**src/verilog/trh_pkg.sv**
```systemverilog
/*
  Package for the triggered read cycle handshake block: image sizes and
  identifiers, refresh and timeout limits, register offsets and bit layouts.
  Assumes a single 100 MHz clock domain.
*/
package trh_pkg;

  // Image identifiers and sizes in bytes
  localparam logic [7:0]  RESULT_IMG_ID      = 8'h64;
  localparam logic [8:0]  RESULT_IMG_BYTES   = 9'h1ec;
  localparam logic [8:0]  RESULT_DATA_BYTES  = 9'h1b8;
  localparam logic [7:0]  CMD_IMG_ID         = 8'hc5;
  localparam logic [8:0]  CMD_IMG_BYTES      = 9'h11c;

  // Refresh interval limits in units of 100 us and timeout multiplier limits
  localparam logic [15:0] RPI_MIN_100US      = 16'h0050;
  localparam logic [15:0] RPI_MAX_100US      = 16'h028a;
  localparam logic [15:0] RPI_DEF_100US      = 16'h00c8;
  localparam logic [9:0]  TMO_MULT_MIN       = 10'h004;
  localparam logic [9:0]  TMO_MULT_MAX       = 10'h200;
  localparam logic [9:0]  TMO_MULT_DEF       = 10'h004;
  localparam logic [15:0] TMO_MIN_100US      = 16'h0064;

  // Clock and derived tick
  localparam int          CLK_PERIOD_NS      = 10;
  localparam int          TICK_NS            = 100000;
  localparam int          TICK_CYCLES        = TICK_NS / CLK_PERIOD_NS;

  // Register offsets
  localparam logic [3:0]  REG_CTRL           = 4'h0;
  localparam logic [3:0]  REG_STATUS         = 4'h1;
  localparam logic [3:0]  REG_TAGS           = 4'h2;
  localparam logic [3:0]  REG_RPI            = 4'h3;
  localparam logic [3:0]  REG_TMO            = 4'h4;
  localparam logic [3:0]  REG_IRQ_STAT       = 4'h5;
  localparam logic [3:0]  REG_IRQ_MASK       = 4'h6;
  localparam logic [3:0]  REG_IMG_INFO       = 4'h7;

  // Control register fields
  localparam int          CTRL_CONN_BIT      = 0;
  localparam int          CTRL_CAPS_LSB      = 4;
  localparam logic [31:0] CTRL_RESET         = 32'h0000_0010;

  // Interrupt bits
  localparam int          IRQ_TRIG           = 0;
  localparam int          IRQ_CAPDONE        = 1;
  localparam int          IRQ_REPORT         = 2;
  localparam int          IRQ_TIMEOUT        = 3;
  localparam int          IRQ_W              = 4;

  typedef enum logic [1:0] {
    TRH_IDLE    = 2'b00,
    TRH_CAPTURE = 2'b01,
    TRH_GAP     = 2'b10
  } trh_cap_e;

endpackage

```
**src/verilog/trh_report_mem.sv**
```systemverilog
/*
  Small result-report memory: one spare bit, written as zero, and a sequence tag per entry,
  written by the cycle engine and read with registered data.
  Assumes one clock and a synchronous write port.
*/
`timescale 1ns/100ps
module trh_report_mem #(
  parameter int AW = 2,
  parameter int DW = 9
) (
  // Clock
  input  wire logic          ref_clk_i,
  input  wire logic          clk_en_i,
  // Write port
  input  wire logic          wr_en_i,
  input  wire logic [AW-1:0] wr_addr_i,
  input  wire logic [DW-1:0] wr_data_i,
  // Read port
  input  wire logic [AW-1:0] rd_addr_i,
  output logic      [DW-1:0] rd_data_o
);

  logic [DW-1:0] mem_q [2**AW];

  always_ff @(posedge ref_clk_i) begin
    if (clk_en_i && wr_en_i) begin
      mem_q[wr_addr_i] <= wr_data_i;
    end
  end

  always_ff @(posedge ref_clk_i) begin
    if (clk_en_i) begin
      rd_data_o <= mem_q[rd_addr_i];
    end
  end

endmodule

```
**src/verilog/trh_core.sv**
```systemverilog
/*
  Reader-side trigger handshake: trigger echo, capture flags, read and
  finished sequence tags, pass flag, refresh timeout watch and registers.
  Assumes the command image trigger bit and image-engine events arrive
  synchronous to ref_clk_i.
*/
`timescale 1ns/100ps
module trh_core
  import trh_pkg::*;
#(
  parameter int TAG_W      = 8,
  parameter int TICK_COUNT = TICK_CYCLES
) (
  // Clock and reset
  input  wire logic             ref_clk_i,
  input  wire logic             resetn_i,
  input  wire logic             clk_en_i,
  // Connection
  input  wire logic             conn_open_i,
  input  wire logic             cmd_img_valid_i,
  input  wire logic             trigger_i,
  // Image engine
  input  wire logic             cap_start_i,
  input  wire logic             cap_end_i,
  input  wire logic             decode_start_i,
  input  wire logic             report_valid_i,
  input  wire logic             report_pass_i,
  // Handshake outputs
  output logic                  trig_echo_o,
  output logic                  cap_done_o,
  output logic                  cap_idle_o,
  output logic      [TAG_W-1:0] read_sequence_tag_o,
  output logic      [TAG_W-1:0] finished_sequence_tag_o,
  output logic                  read_pass_o,
  output logic                  cycle_start_o,
  output logic                  conn_timeout_o,
  // Register port
  input  wire logic [3:0]       reg_addr_i,
  input  wire logic [31:0]      reg_wdata_i,
  input  wire logic             reg_wr_i,
  input  wire logic             reg_rd_i,
  output logic      [31:0]      reg_rdata_o,
  output logic                  irq_o
);

  logic             trig_q;
  logic [31:0]      ctrl_q;
  logic [15:0]      rpi_q;
  logic [9:0]       tmo_mult_q;
  logic [IRQ_W-1:0] irq_stat_q;
  logic [IRQ_W-1:0] irq_mask_q;
  trh_cap_e         cap_q;
  logic [3:0]       caps_left_q;
  logic             first_dec_q;
  logic [1:0]       wr_ptr_q;
  logic [1:0]       rd_ptr_q;
  logic [2:0]       pend_q;
  logic             rd_valid_q;
  logic [TAG_W:0]   mem_rdata;
  logic [25:0]      tmo_cnt_q;
  logic [31:0]      tick_cnt_q;
  logic             trig_rise;
  logic             link_up;
  logic             rpt_ready;
  logic [25:0]      tmo_limit;

  function automatic logic [15:0] clamp16(input logic [15:0] v, input logic [15:0] lo, input logic [15:0] hi);
    clamp16 = (v < lo) ? lo : ((v > hi) ? hi : v);
  endfunction

  // Only an open originator connection moves images
  assign link_up   = conn_open_i && ctrl_q[CTRL_CONN_BIT] && !conn_timeout_o;
  assign trig_rise = link_up && cmd_img_valid_i && trigger_i && !trig_q;
  // Timeout = interval x multiplier, floor 10.1 ms
  assign tmo_limit = (26'(rpi_q) * 26'(tmo_mult_q) > 26'(TMO_MIN_100US)) ?
                     26'(rpi_q) * 26'(tmo_mult_q) : 26'(TMO_MIN_100US) + 26'h1;

  // Trigger sampled from the command image
  always_ff @(posedge ref_clk_i) begin
    if (!resetn_i) begin
      trig_q <= 1'b0;
    end else if (clk_en_i && link_up && cmd_img_valid_i) begin
      trig_q <= trigger_i;
    end
  end

  // Echo follows the detected trigger level
  always_ff @(posedge ref_clk_i) begin
    if (!resetn_i) begin
      trig_echo_o <= 1'b0;
    end else if (clk_en_i) begin
      trig_echo_o <= trig_q;
    end
  end

  assign cycle_start_o = clk_en_i && trig_rise && (cap_q == TRH_IDLE);

  // Capture sequencer
  always_ff @(posedge ref_clk_i) begin
    if (!resetn_i) begin
      cap_q       <= TRH_IDLE;
      caps_left_q <= 4'h0;
      cap_done_o  <= 1'b1;
      cap_idle_o  <= 1'b1;
    end else if (clk_en_i) begin
      unique case (cap_q)
        TRH_IDLE: begin
          if (cycle_start_o) begin
            cap_q       <= TRH_CAPTURE;
            caps_left_q <= ctrl_q[CTRL_CAPS_LSB +: 4];
            cap_done_o  <= 1'b0;
            cap_idle_o  <= 1'b0;
          end
        end
        TRH_CAPTURE: begin
          if (cap_end_i) begin
            if (caps_left_q <= 4'h1) begin
              cap_q      <= TRH_IDLE;
              cap_done_o <= 1'b1;
              cap_idle_o <= 1'b1;
            end else begin
              cap_q       <= TRH_GAP;
              caps_left_q <= caps_left_q - 4'h1;
              cap_done_o  <= 1'b1;
              cap_idle_o  <= 1'b1;
            end
          end
        end
        TRH_GAP: begin
          if (cap_start_i) begin
            cap_q      <= TRH_CAPTURE;
            cap_done_o <= 1'b0;
            cap_idle_o <= 1'b0;
          end
        end
      endcase
    end
  end

  // Read tag bumps once per cycle at first decode
  always_ff @(posedge ref_clk_i) begin
    if (!resetn_i) begin
      read_sequence_tag_o <= '0;
      first_dec_q         <= 1'b0;
    end else if (clk_en_i) begin
      if (cycle_start_o) begin
        first_dec_q <= 1'b1;
      end else if (decode_start_i && first_dec_q) begin
        first_dec_q         <= 1'b0;
        read_sequence_tag_o <= read_sequence_tag_o + TAG_W'(1);
      end
    end
  end

  // Pending cycle tags queued until their reports arrive
  trh_report_mem #(
    .AW (2),
    .DW (TAG_W + 1)
  ) u_mem (
    .ref_clk_i (ref_clk_i),
    .clk_en_i  (clk_en_i),
    .wr_en_i   (decode_start_i && first_dec_q),
    .wr_addr_i (wr_ptr_q),
    .wr_data_i ({1'b0, read_sequence_tag_o + TAG_W'(1)}),
    .rd_addr_i (rd_ptr_q),
    .rd_data_o (mem_rdata)
  );

  // Reports must trail decode start and each other by two cycles or more;
  // the registered queue read needs one cycle to show the next entry.
  assign rpt_ready = report_valid_i && (pend_q != 3'h0);

  always_ff @(posedge ref_clk_i) begin
    if (!resetn_i) begin
      wr_ptr_q <= 2'h0;
      rd_ptr_q <= 2'h0;
      pend_q   <= 3'h0;
    end else if (clk_en_i) begin
      if (decode_start_i && first_dec_q) begin
        wr_ptr_q <= wr_ptr_q + 2'h1;
      end
      if (rpt_ready) begin
        rd_ptr_q <= rd_ptr_q + 2'h1;
      end
      pend_q <= pend_q + 3'((decode_start_i && first_dec_q) ? 1 : 0) - 3'(rpt_ready ? 1 : 0);
    end
  end

  // Finished tag and pass flag update together with the report
  always_ff @(posedge ref_clk_i) begin
    if (!resetn_i) begin
      rd_valid_q <= 1'b0;
    end else if (clk_en_i) begin
      rd_valid_q <= rpt_ready;
    end
  end

  always_ff @(posedge ref_clk_i) begin
    if (!resetn_i) begin
      finished_sequence_tag_o <= '0;
      read_pass_o             <= 1'b0;
    end else if (clk_en_i && rpt_ready) begin
      finished_sequence_tag_o <= mem_rdata[TAG_W-1:0];
      read_pass_o             <= report_pass_i;
    end
  end

  // Refresh watchdog in 100 us ticks
  always_ff @(posedge ref_clk_i) begin
    if (!resetn_i) begin
      tick_cnt_q     <= '0;
      tmo_cnt_q      <= '0;
      conn_timeout_o <= 1'b0;
    end else if (clk_en_i) begin
      if (!conn_open_i || cmd_img_valid_i) begin
        tick_cnt_q     <= '0;
        tmo_cnt_q      <= '0;
        conn_timeout_o <= 1'b0;
      end else if (tick_cnt_q == 32'(TICK_COUNT - 1)) begin
        tick_cnt_q <= '0;
        if (tmo_cnt_q >= tmo_limit - 26'h1) begin
          conn_timeout_o <= 1'b1;
        end else begin
          tmo_cnt_q <= tmo_cnt_q + 26'h1;
        end
      end else begin
        tick_cnt_q <= tick_cnt_q + 32'h1;
      end
    end
  end

  // Configuration registers
  always_ff @(posedge ref_clk_i) begin
    if (!resetn_i) begin
      ctrl_q     <= CTRL_RESET;
      rpi_q      <= RPI_DEF_100US;
      tmo_mult_q <= TMO_MULT_DEF;
      irq_mask_q <= '0;
    end else if (clk_en_i && reg_wr_i) begin
      unique case (reg_addr_i)
        REG_CTRL:     ctrl_q     <= reg_wdata_i;
        REG_RPI:      rpi_q      <= clamp16(reg_wdata_i[15:0], RPI_MIN_100US, RPI_MAX_100US);
        REG_TMO:      tmo_mult_q <= 10'(clamp16(reg_wdata_i[15:0], 16'(TMO_MULT_MIN),
                                                 16'(TMO_MULT_MAX)));
        REG_IRQ_MASK: irq_mask_q <= reg_wdata_i[IRQ_W-1:0];
        default: ;
      endcase
    end
  end

  // Sticky events; a set beats a same-cycle clear
  always_ff @(posedge ref_clk_i) begin
    if (!resetn_i) begin
      irq_stat_q <= '0;
    end else if (clk_en_i) begin
      irq_stat_q <= (irq_stat_q & ~((reg_wr_i && reg_addr_i == REG_IRQ_STAT) ? reg_wdata_i[IRQ_W-1:0] : '0))
                  | {conn_timeout_o, rpt_ready, (cap_q == TRH_CAPTURE) && cap_end_i && caps_left_q <= 4'h1,
                     cycle_start_o};
    end
  end

  assign irq_o = |(irq_stat_q & irq_mask_q);

  // Read data one cycle after the strobe
  always_ff @(posedge ref_clk_i) begin
    if (!resetn_i) begin
      reg_rdata_o <= '0;
    end else if (clk_en_i) begin
      reg_rdata_o <= '0;
      if (reg_rd_i) begin
        unique case (reg_addr_i)
          REG_CTRL:     reg_rdata_o <= ctrl_q;
          REG_STATUS:   reg_rdata_o <= {23'h0, pend_q, conn_timeout_o, link_up, read_pass_o,
                                        cap_idle_o, cap_done_o, trig_echo_o};
          REG_TAGS:     reg_rdata_o <= {16'h0, 8'(finished_sequence_tag_o), 8'(read_sequence_tag_o)};
          REG_RPI:      reg_rdata_o <= {16'h0, rpi_q};
          REG_TMO:      reg_rdata_o <= {22'h0, tmo_mult_q};
          REG_IRQ_STAT: reg_rdata_o <= {28'h0, irq_stat_q};
          REG_IRQ_MASK: reg_rdata_o <= {28'h0, irq_mask_q};
          REG_IMG_INFO: reg_rdata_o <= {RESULT_IMG_ID, RESULT_IMG_BYTES[7:0], CMD_IMG_ID,
                                        CMD_IMG_BYTES[7:0]};
          default:      reg_rdata_o <= '0;
        endcase
      end
    end
  end

  // Checks
  echo_follow_a: assert property (@(posedge ref_clk_i) disable iff (!resetn_i)
    clk_en_i |=> trig_echo_o == $past(trig_q)) else $error("echo not following trigger");
  cap_low_a: assert property (@(posedge ref_clk_i) disable iff (!resetn_i)
    cap_q == TRH_CAPTURE |-> !cap_done_o && !cap_idle_o) else $error("flags high in capture");
  gap_high_a: assert property (@(posedge ref_clk_i) disable iff (!resetn_i)
    cap_q == TRH_GAP |-> cap_done_o && cap_idle_o) else $error("flags low between captures");
  idle_flags_a: assert property (@(posedge ref_clk_i) disable iff (!resetn_i)
    cap_q == TRH_IDLE |-> cap_done_o && cap_idle_o) else $error("flags low when idle");
  start_cap_a: assert property (@(posedge ref_clk_i) disable iff (!resetn_i)
    cycle_start_o |=> cap_q == TRH_CAPTURE) else $error("trigger did not start capture");
  tag_bump_a: assert property (@(posedge ref_clk_i) disable iff (!resetn_i)
    clk_en_i && decode_start_i && first_dec_q |=> read_sequence_tag_o == $past(read_sequence_tag_o) + TAG_W'(1))
    else $error("read tag not bumped");
  pass_rpt_a: assert property (@(posedge ref_clk_i) disable iff (!resetn_i)
    clk_en_i && rpt_ready |=> read_pass_o == $past(report_pass_i)) else $error("pass flag wrong");
  rpi_range_a: assert property (@(posedge ref_clk_i) disable iff (!resetn_i)
    rpi_q >= RPI_MIN_100US && rpi_q <= RPI_MAX_100US) else $error("interval out of range");
  tmo_range_a: assert property (@(posedge ref_clk_i) disable iff (!resetn_i)
    tmo_mult_q >= TMO_MULT_MIN && tmo_mult_q <= TMO_MULT_MAX && tmo_limit > 26'(TMO_MIN_100US))
    else $error("timeout out of range");
  fin_tag_a: assert property (@(posedge ref_clk_i) disable iff (!resetn_i)
    clk_en_i && rpt_ready |=> finished_sequence_tag_o == $past(mem_rdata[TAG_W-1:0]))
    else $error("finished tag mismatch");
  tag_hold_a: assert property (@(posedge ref_clk_i) disable iff (!resetn_i)
    clk_en_i && !(decode_start_i && first_dec_q) |=> $stable(read_sequence_tag_o))
    else $error("read tag moved without decode");
  fin_hold_a: assert property (@(posedge ref_clk_i) disable iff (!resetn_i)
    clk_en_i && !rpt_ready |=> $stable(finished_sequence_tag_o) && $stable(read_pass_o))
    else $error("report outputs moved without report");
  cap_pair_a: assert property (@(posedge ref_clk_i) disable iff (!resetn_i)
    cap_done_o == cap_idle_o) else $error("capture flags split");
  tmo_link_a: assert property (@(posedge ref_clk_i) disable iff (!resetn_i)
    conn_timeout_o |-> !link_up) else $error("link up after timeout");
  clk_freeze_a: assert property (@(posedge ref_clk_i) disable iff (!resetn_i)
    !clk_en_i |=> $stable(cap_q) && $stable(read_sequence_tag_o) && $stable(rpi_q) && $stable(irq_stat_q))
    else $error("state moved while frozen");

endmodule

```
**config.mk**
```make
export PLATFORM = sky130hd
export DESIGN_NAME = trh_core
export DESIGN_NICKNAME = d
export VERILOG_FILES = /design/src/verilog/trh_pkg.sv /design/src/verilog/trh_report_mem.sv /design/src/verilog/trh_core.sv
export SDC_FILE = /design/constraint.sdc
export NUM_CORES = 1
export LEC_CHECK = 0
export BUFFER_PORTS_ARGS = -buffer_cell sky130_fd_sc_hd__buf_2
export CORE_ASPECT_RATIO = 1.1
export CORE_MARGIN = 5
export CORE_UTILIZATION = 50
export DETAILED_ROUTE_END_ITERATION = 16
export HOLD_SLACK_MARGIN = 0.1
export PLACE_DENSITY = 0.75
export SETUP_SLACK_MARGIN = 0.5
export SYNTH_ARGS = -nofsm -noshare
export SYNTH_HDL_FRONTEND = slang
export SYNTH_SLANG_ARGS = --single-unit
```
**constraint.sdc**
```tcl
create_clock -name ref_clk_i -period 29 [get_ports ref_clk_i]
set_clock_uncertainty 0.1 [all_clocks]
set_input_delay 1.45 -clock ref_clk_i [delete_from_list [all_inputs] [get_ports ref_clk_i]]
set_output_delay 1.45 -clock ref_clk_i [all_outputs]
set_load 0.005 [all_outputs]
```
==> results.py <==
metrics = {
    "logic_synthesis": {
        "synth-main-ff-cell": "dfxtp_1",
        "postSynthAreaPerCell_sq_um": 8.78,
        "synth.area.mux_share_pct": 2.37,
        "synth-async-reset-ratio_pct": 0,
        "synth_top_family_by_area": "simple AND/OR/NAND/NOR gates",
        "yosysTopAreaCell": "dfxtp_1",
        "synth_area_leaders": "dfxtp_1 22%, fa_1 13%, ha_1 7.3%",
        "synthAdderAreaFrac_pct": 20.3,
        "yosysTopAreaCellShare_pct": 22.5,
        "yosys_warnings": 0,
        "synth_cell_types": 86,
        "synth-compound-area-share_pct": 13.1,
        "syn-cell-area_sq_um": 17000,
        "ys_seq_area_share_pct": 29.5,
        "synth_xor_area_share_pct": 5.40,
        "synth_nets": 2196,
        "netlist_instances": 1937,
        "synth_edf_count": 40,
        "synth-simple-area-share_pct": 22.8,
        "yosys_register_bits": 231,
    },
    "sta": {
        "worst_slack_ns": 18.79,
        "period_needed_ns": 10.21,
        "rsz0062_at_grt": "no",
        "hold_viol": 0,
        "maxSlewViolCount": 0,
        "setup_viol": 0,
        "finalSetupTns_ns": 0,
        "worstMarginPinSlew_ns": 1.11,
        "slew_headroom_pct": 25.3,
        "min_period_over_period_pct": 35.2,
        "fmax_mhz": 98.0,
    },
    "layout": {
        "final_area_sq_um": 18500,
        "finalNonFillerCells": 2419,
        "syn_to_final_growth_pct": 9.01,
        "final_layout_size_suffix_gt1_share_pct": 10.3,
        "nNetsFinal": 2227,
        "n_antenna_cell": 0,
    },
    "pwr": {
        "power_density_nw_per_um2": 37.9,
        "p_leak_nw": 8.02,
        "ir_worst_vdd_mv": 0.0542,
        "p_total_mw": 0.702,
    },
    "critical_path": {
        "startpoint": "tmo_mult_q[3]",
        "critPathArrivalTime_ns": 10.50,
        "worstSetupStartpointType": "register",
        "slowest_stage": "dfxtp_1",
        "rr_endpoint": "tmo_cnt_q[10]",
        "setup.worst_path.class": "reg -> reg",
        "r2r_setup_slack_ns": 18.79,
        "worst_r2r_path_depth": 36,
        "slowest_delay_ns": 0.78,
        "cp_common_cell": "fa_1",
        "crit-reg2reg-launch": "tmo_mult_q[3]",
        "crit_fanout": 25,
        "critPathCaptureType": "register",
        "required_ns": 29.29,
    },
    "cts": {
        "cts_made_buffers": 25,
        "clock_sinks": 231,
        "cts-root-buf": "clkbuf_16",
        "clk_pin_slew_ns": 0.06,
        "htreeDepth": 1,
        "cts_hold_buffers": 0,
        "cts_resized": 0,
        "cts_setup_buffers": 0,
        "worst_skew_pair.late_latency_ns": 0.54,
        "clockBufferDepth": 3,
        "cts_tree": "built",
    },
    "floorplanning": {
        "pin_count": 104,
        "row_count": 70,
        "core-area_sq_um": 33500,
        "fp.dieH_um": 203,
        "start_util_pct": 50.9,
        "die-area_sq_um": 37800,
        "die_w_um": 186,
    },
    "job": {
        "max_cap_violations": 0,
    },
    "placed_design": {
        "dp_hpwl_um": 32700,
        "gp_congestion": 0.916,
        "place_area_sq_um": 17700,
        "dpl_worst_slack_ns": 18.90,
        "dp.cells": 2373,
        "io_buffer_count": 103,
    },
    "drt": {
        "routedWlPerCell_um": 17.9,
        "vias": 13844,
        "finalWirelength_um": 43400,
        "drt_pass1_iterations": 5,
        "drc": 0,
        "ant_nets": 0,
        "drt-initial-drc-count": 984,
        "avgViaCountPerCell": 5.72,
    },
    "hold_path": {
        "hold_start": "ctrl_q[31]",
        "min-delay-path-class": "reg -> reg",
        "whs_endpoint": "ctrl_q[31]",
        "holdPathStages": 2,
    },
    "global_routing": {
        "grt_overflow": 0,
        "grt_max_degree": 133,
        "grt_pass1_vias": 14022,
        "track_usage_pct": 23.1,
        "grt_pass1_wl_um": 71800,
        "antenna_found_initial": 0,
    },
    "status": {
        "status": "complete, no violations",
    },
}
[synth_stat cells (all sizes together) (9+ instances only)]
cell type,count
nand2,268
dfxtp,191
inv,170
and2,122
nor2,117
fa,111
ha,99
clkbuf,87
a21oi,72
xor2,63
nor2b,58
a21boi,46
o21ai,45
xnor2,42
edfxtp,40
nand3,40
nand4,34
and3,31
nor3,28
a22oi,25
o22ai,24
buf,19
a21o,16
nand2b,13
and4,11
mux2i,11
o211ai,11
or3,11
a211oi,10
mux2,10
nor4,9
[logic make-up (layout without fill, tap and decap cells)]
family          after synthesis  after routing
simple gates                770            770
fa+ha+maj                   210            210
flops                       231            231
compound gates              316            316
xor+xnor                    105            105
buf+inv                     276            326
mux                          29             29
[flip-flops by register name (all words and copies together) (netlist names), 3 cells and up]
signal,count
ctrl_q,32
reg_rdata_o,32
tick_cnt_q,32
u_mem.mem_q,32
tmo_cnt_q,26
rpi_q,16
tmo_mult_q,10
finished_sequence_tag_o,8
read_sequence_tag_o,8
u_mem.rd_data_o,8
caps_left_q,4
irq_mask_q,4
irq_stat_q,4
pend_q,3
[layout make-up]
class | instances | area [sq um]
sequential | 231 | 5020
fill | 2989 | 14900
clock buffer | 31 | 688
multi-input combinational | 1430 | 10900
timing repair buffer | 110 | 571
tap | 432 | 541
inverter | 170 | 638
clock inverter | 15 | 176
[cell usage in the layout (no fill, tap or decap), drive strengths merged, types with 6 or more instances in the layout]
| cell | synthesis | layout |
|---|---|---|
| nand2 | 268 | 268 |
| dfxtp | 191 | 191 |
| inv | 170 | 173 |
| and2 | 122 | 122 |
| nor2 | 117 | 117 |
| fa | 111 | 111 |
| buf | 19 | 110 |
| ha | 99 | 99 |
| a21oi | 72 | 72 |
| xor2 | 63 | 63 |
| nor2b | 58 | 58 |
| a21boi | 46 | 46 |
| o21ai | 45 | 45 |
| xnor2 | 42 | 42 |
| nand3 | 40 | 40 |
| edfxtp | 40 | 40 |
| nand4 | 34 | 34 |
| and3 | 31 | 31 |
| clkbuf | 87 | 31 |
| nor3 | 28 | 28 |
| a22oi | 25 | 25 |
| o22ai | 24 | 24 |
| a21o | 16 | 16 |
| nand2b | 13 | 13 |
| or3 | 11 | 11 |
| mux2i | 11 | 11 |
| and4 | 11 | 11 |
| o211ai | 11 | 11 |
| mux2 | 10 | 10 |
| a211oi | 10 | 10 |
| nor4 | 9 | 9 |
| mux4 | 8 | 8 |
| a31oi | 8 | 8 |
| nand3b | 7 | 7 |
| clkinv | 0 | 7 |
| o21a | 6 | 6 |
| a22o | 6 | 6 |
[per-stage QoR]
stage | utilization, % | hold slack, ns
after floorplan | - | 0.343
after global placement | 52.9 | 0.354
after detailed placement | 52.9 | 0.360
after CTS | 55.4 | 0.369
after global routing | 55.4 | 0.383
final | 55.4 | 0.366
[routing by layer]
| layer | vias to the layer above | GRT usage (%) | part of all wire (%) |
|---|---|---|---|
| met2 | 471 | 39.3 | 49 |
| met4 | 0 | 7.86 | 3.5 |
| met5 | - | 0 | 0 |
| met3 | 100 | 4.00 | 6.7 |
| li1 | 6585 | - | - |
| met1 | 6688 | 29.7 | 41 |
[how the worst max path moves through the flow]
stage / end
2_1_floorplan: tmo_cnt_q[16]
3_3_place_gp: tmo_cnt_q[10]
3_5_place_dp: tmo_cnt_q[10]
4_1_cts: tmo_cnt_q[10]
5_1_grt: tmo_cnt_q[12]
6_report: tmo_cnt_q[10]
[worst max-delay path, delay by kind of cell, from the launching register on]
kind	cells	cell delay (ns)
AO/OA/AOI/OAI	10	2.69
XOR/XNOR	2	0.33
adder cells (fa/ha/maj)	8	3.55
buffers and inverters	4	0.48
flip-flops	1	0.78
AND/OR/NAND/NOR	12	2.13
[power breakdown]
group | leakage, nW | switching, mW | internal [mW]
Clock | 0.423 | 0.133 | 0.197
Sequential | 1.88 | 0.00475 | 0.329
Combinational | 5.72 | 0.0237 | 0.0152
No activity file was read; power rests on OpenSTA's default activity.
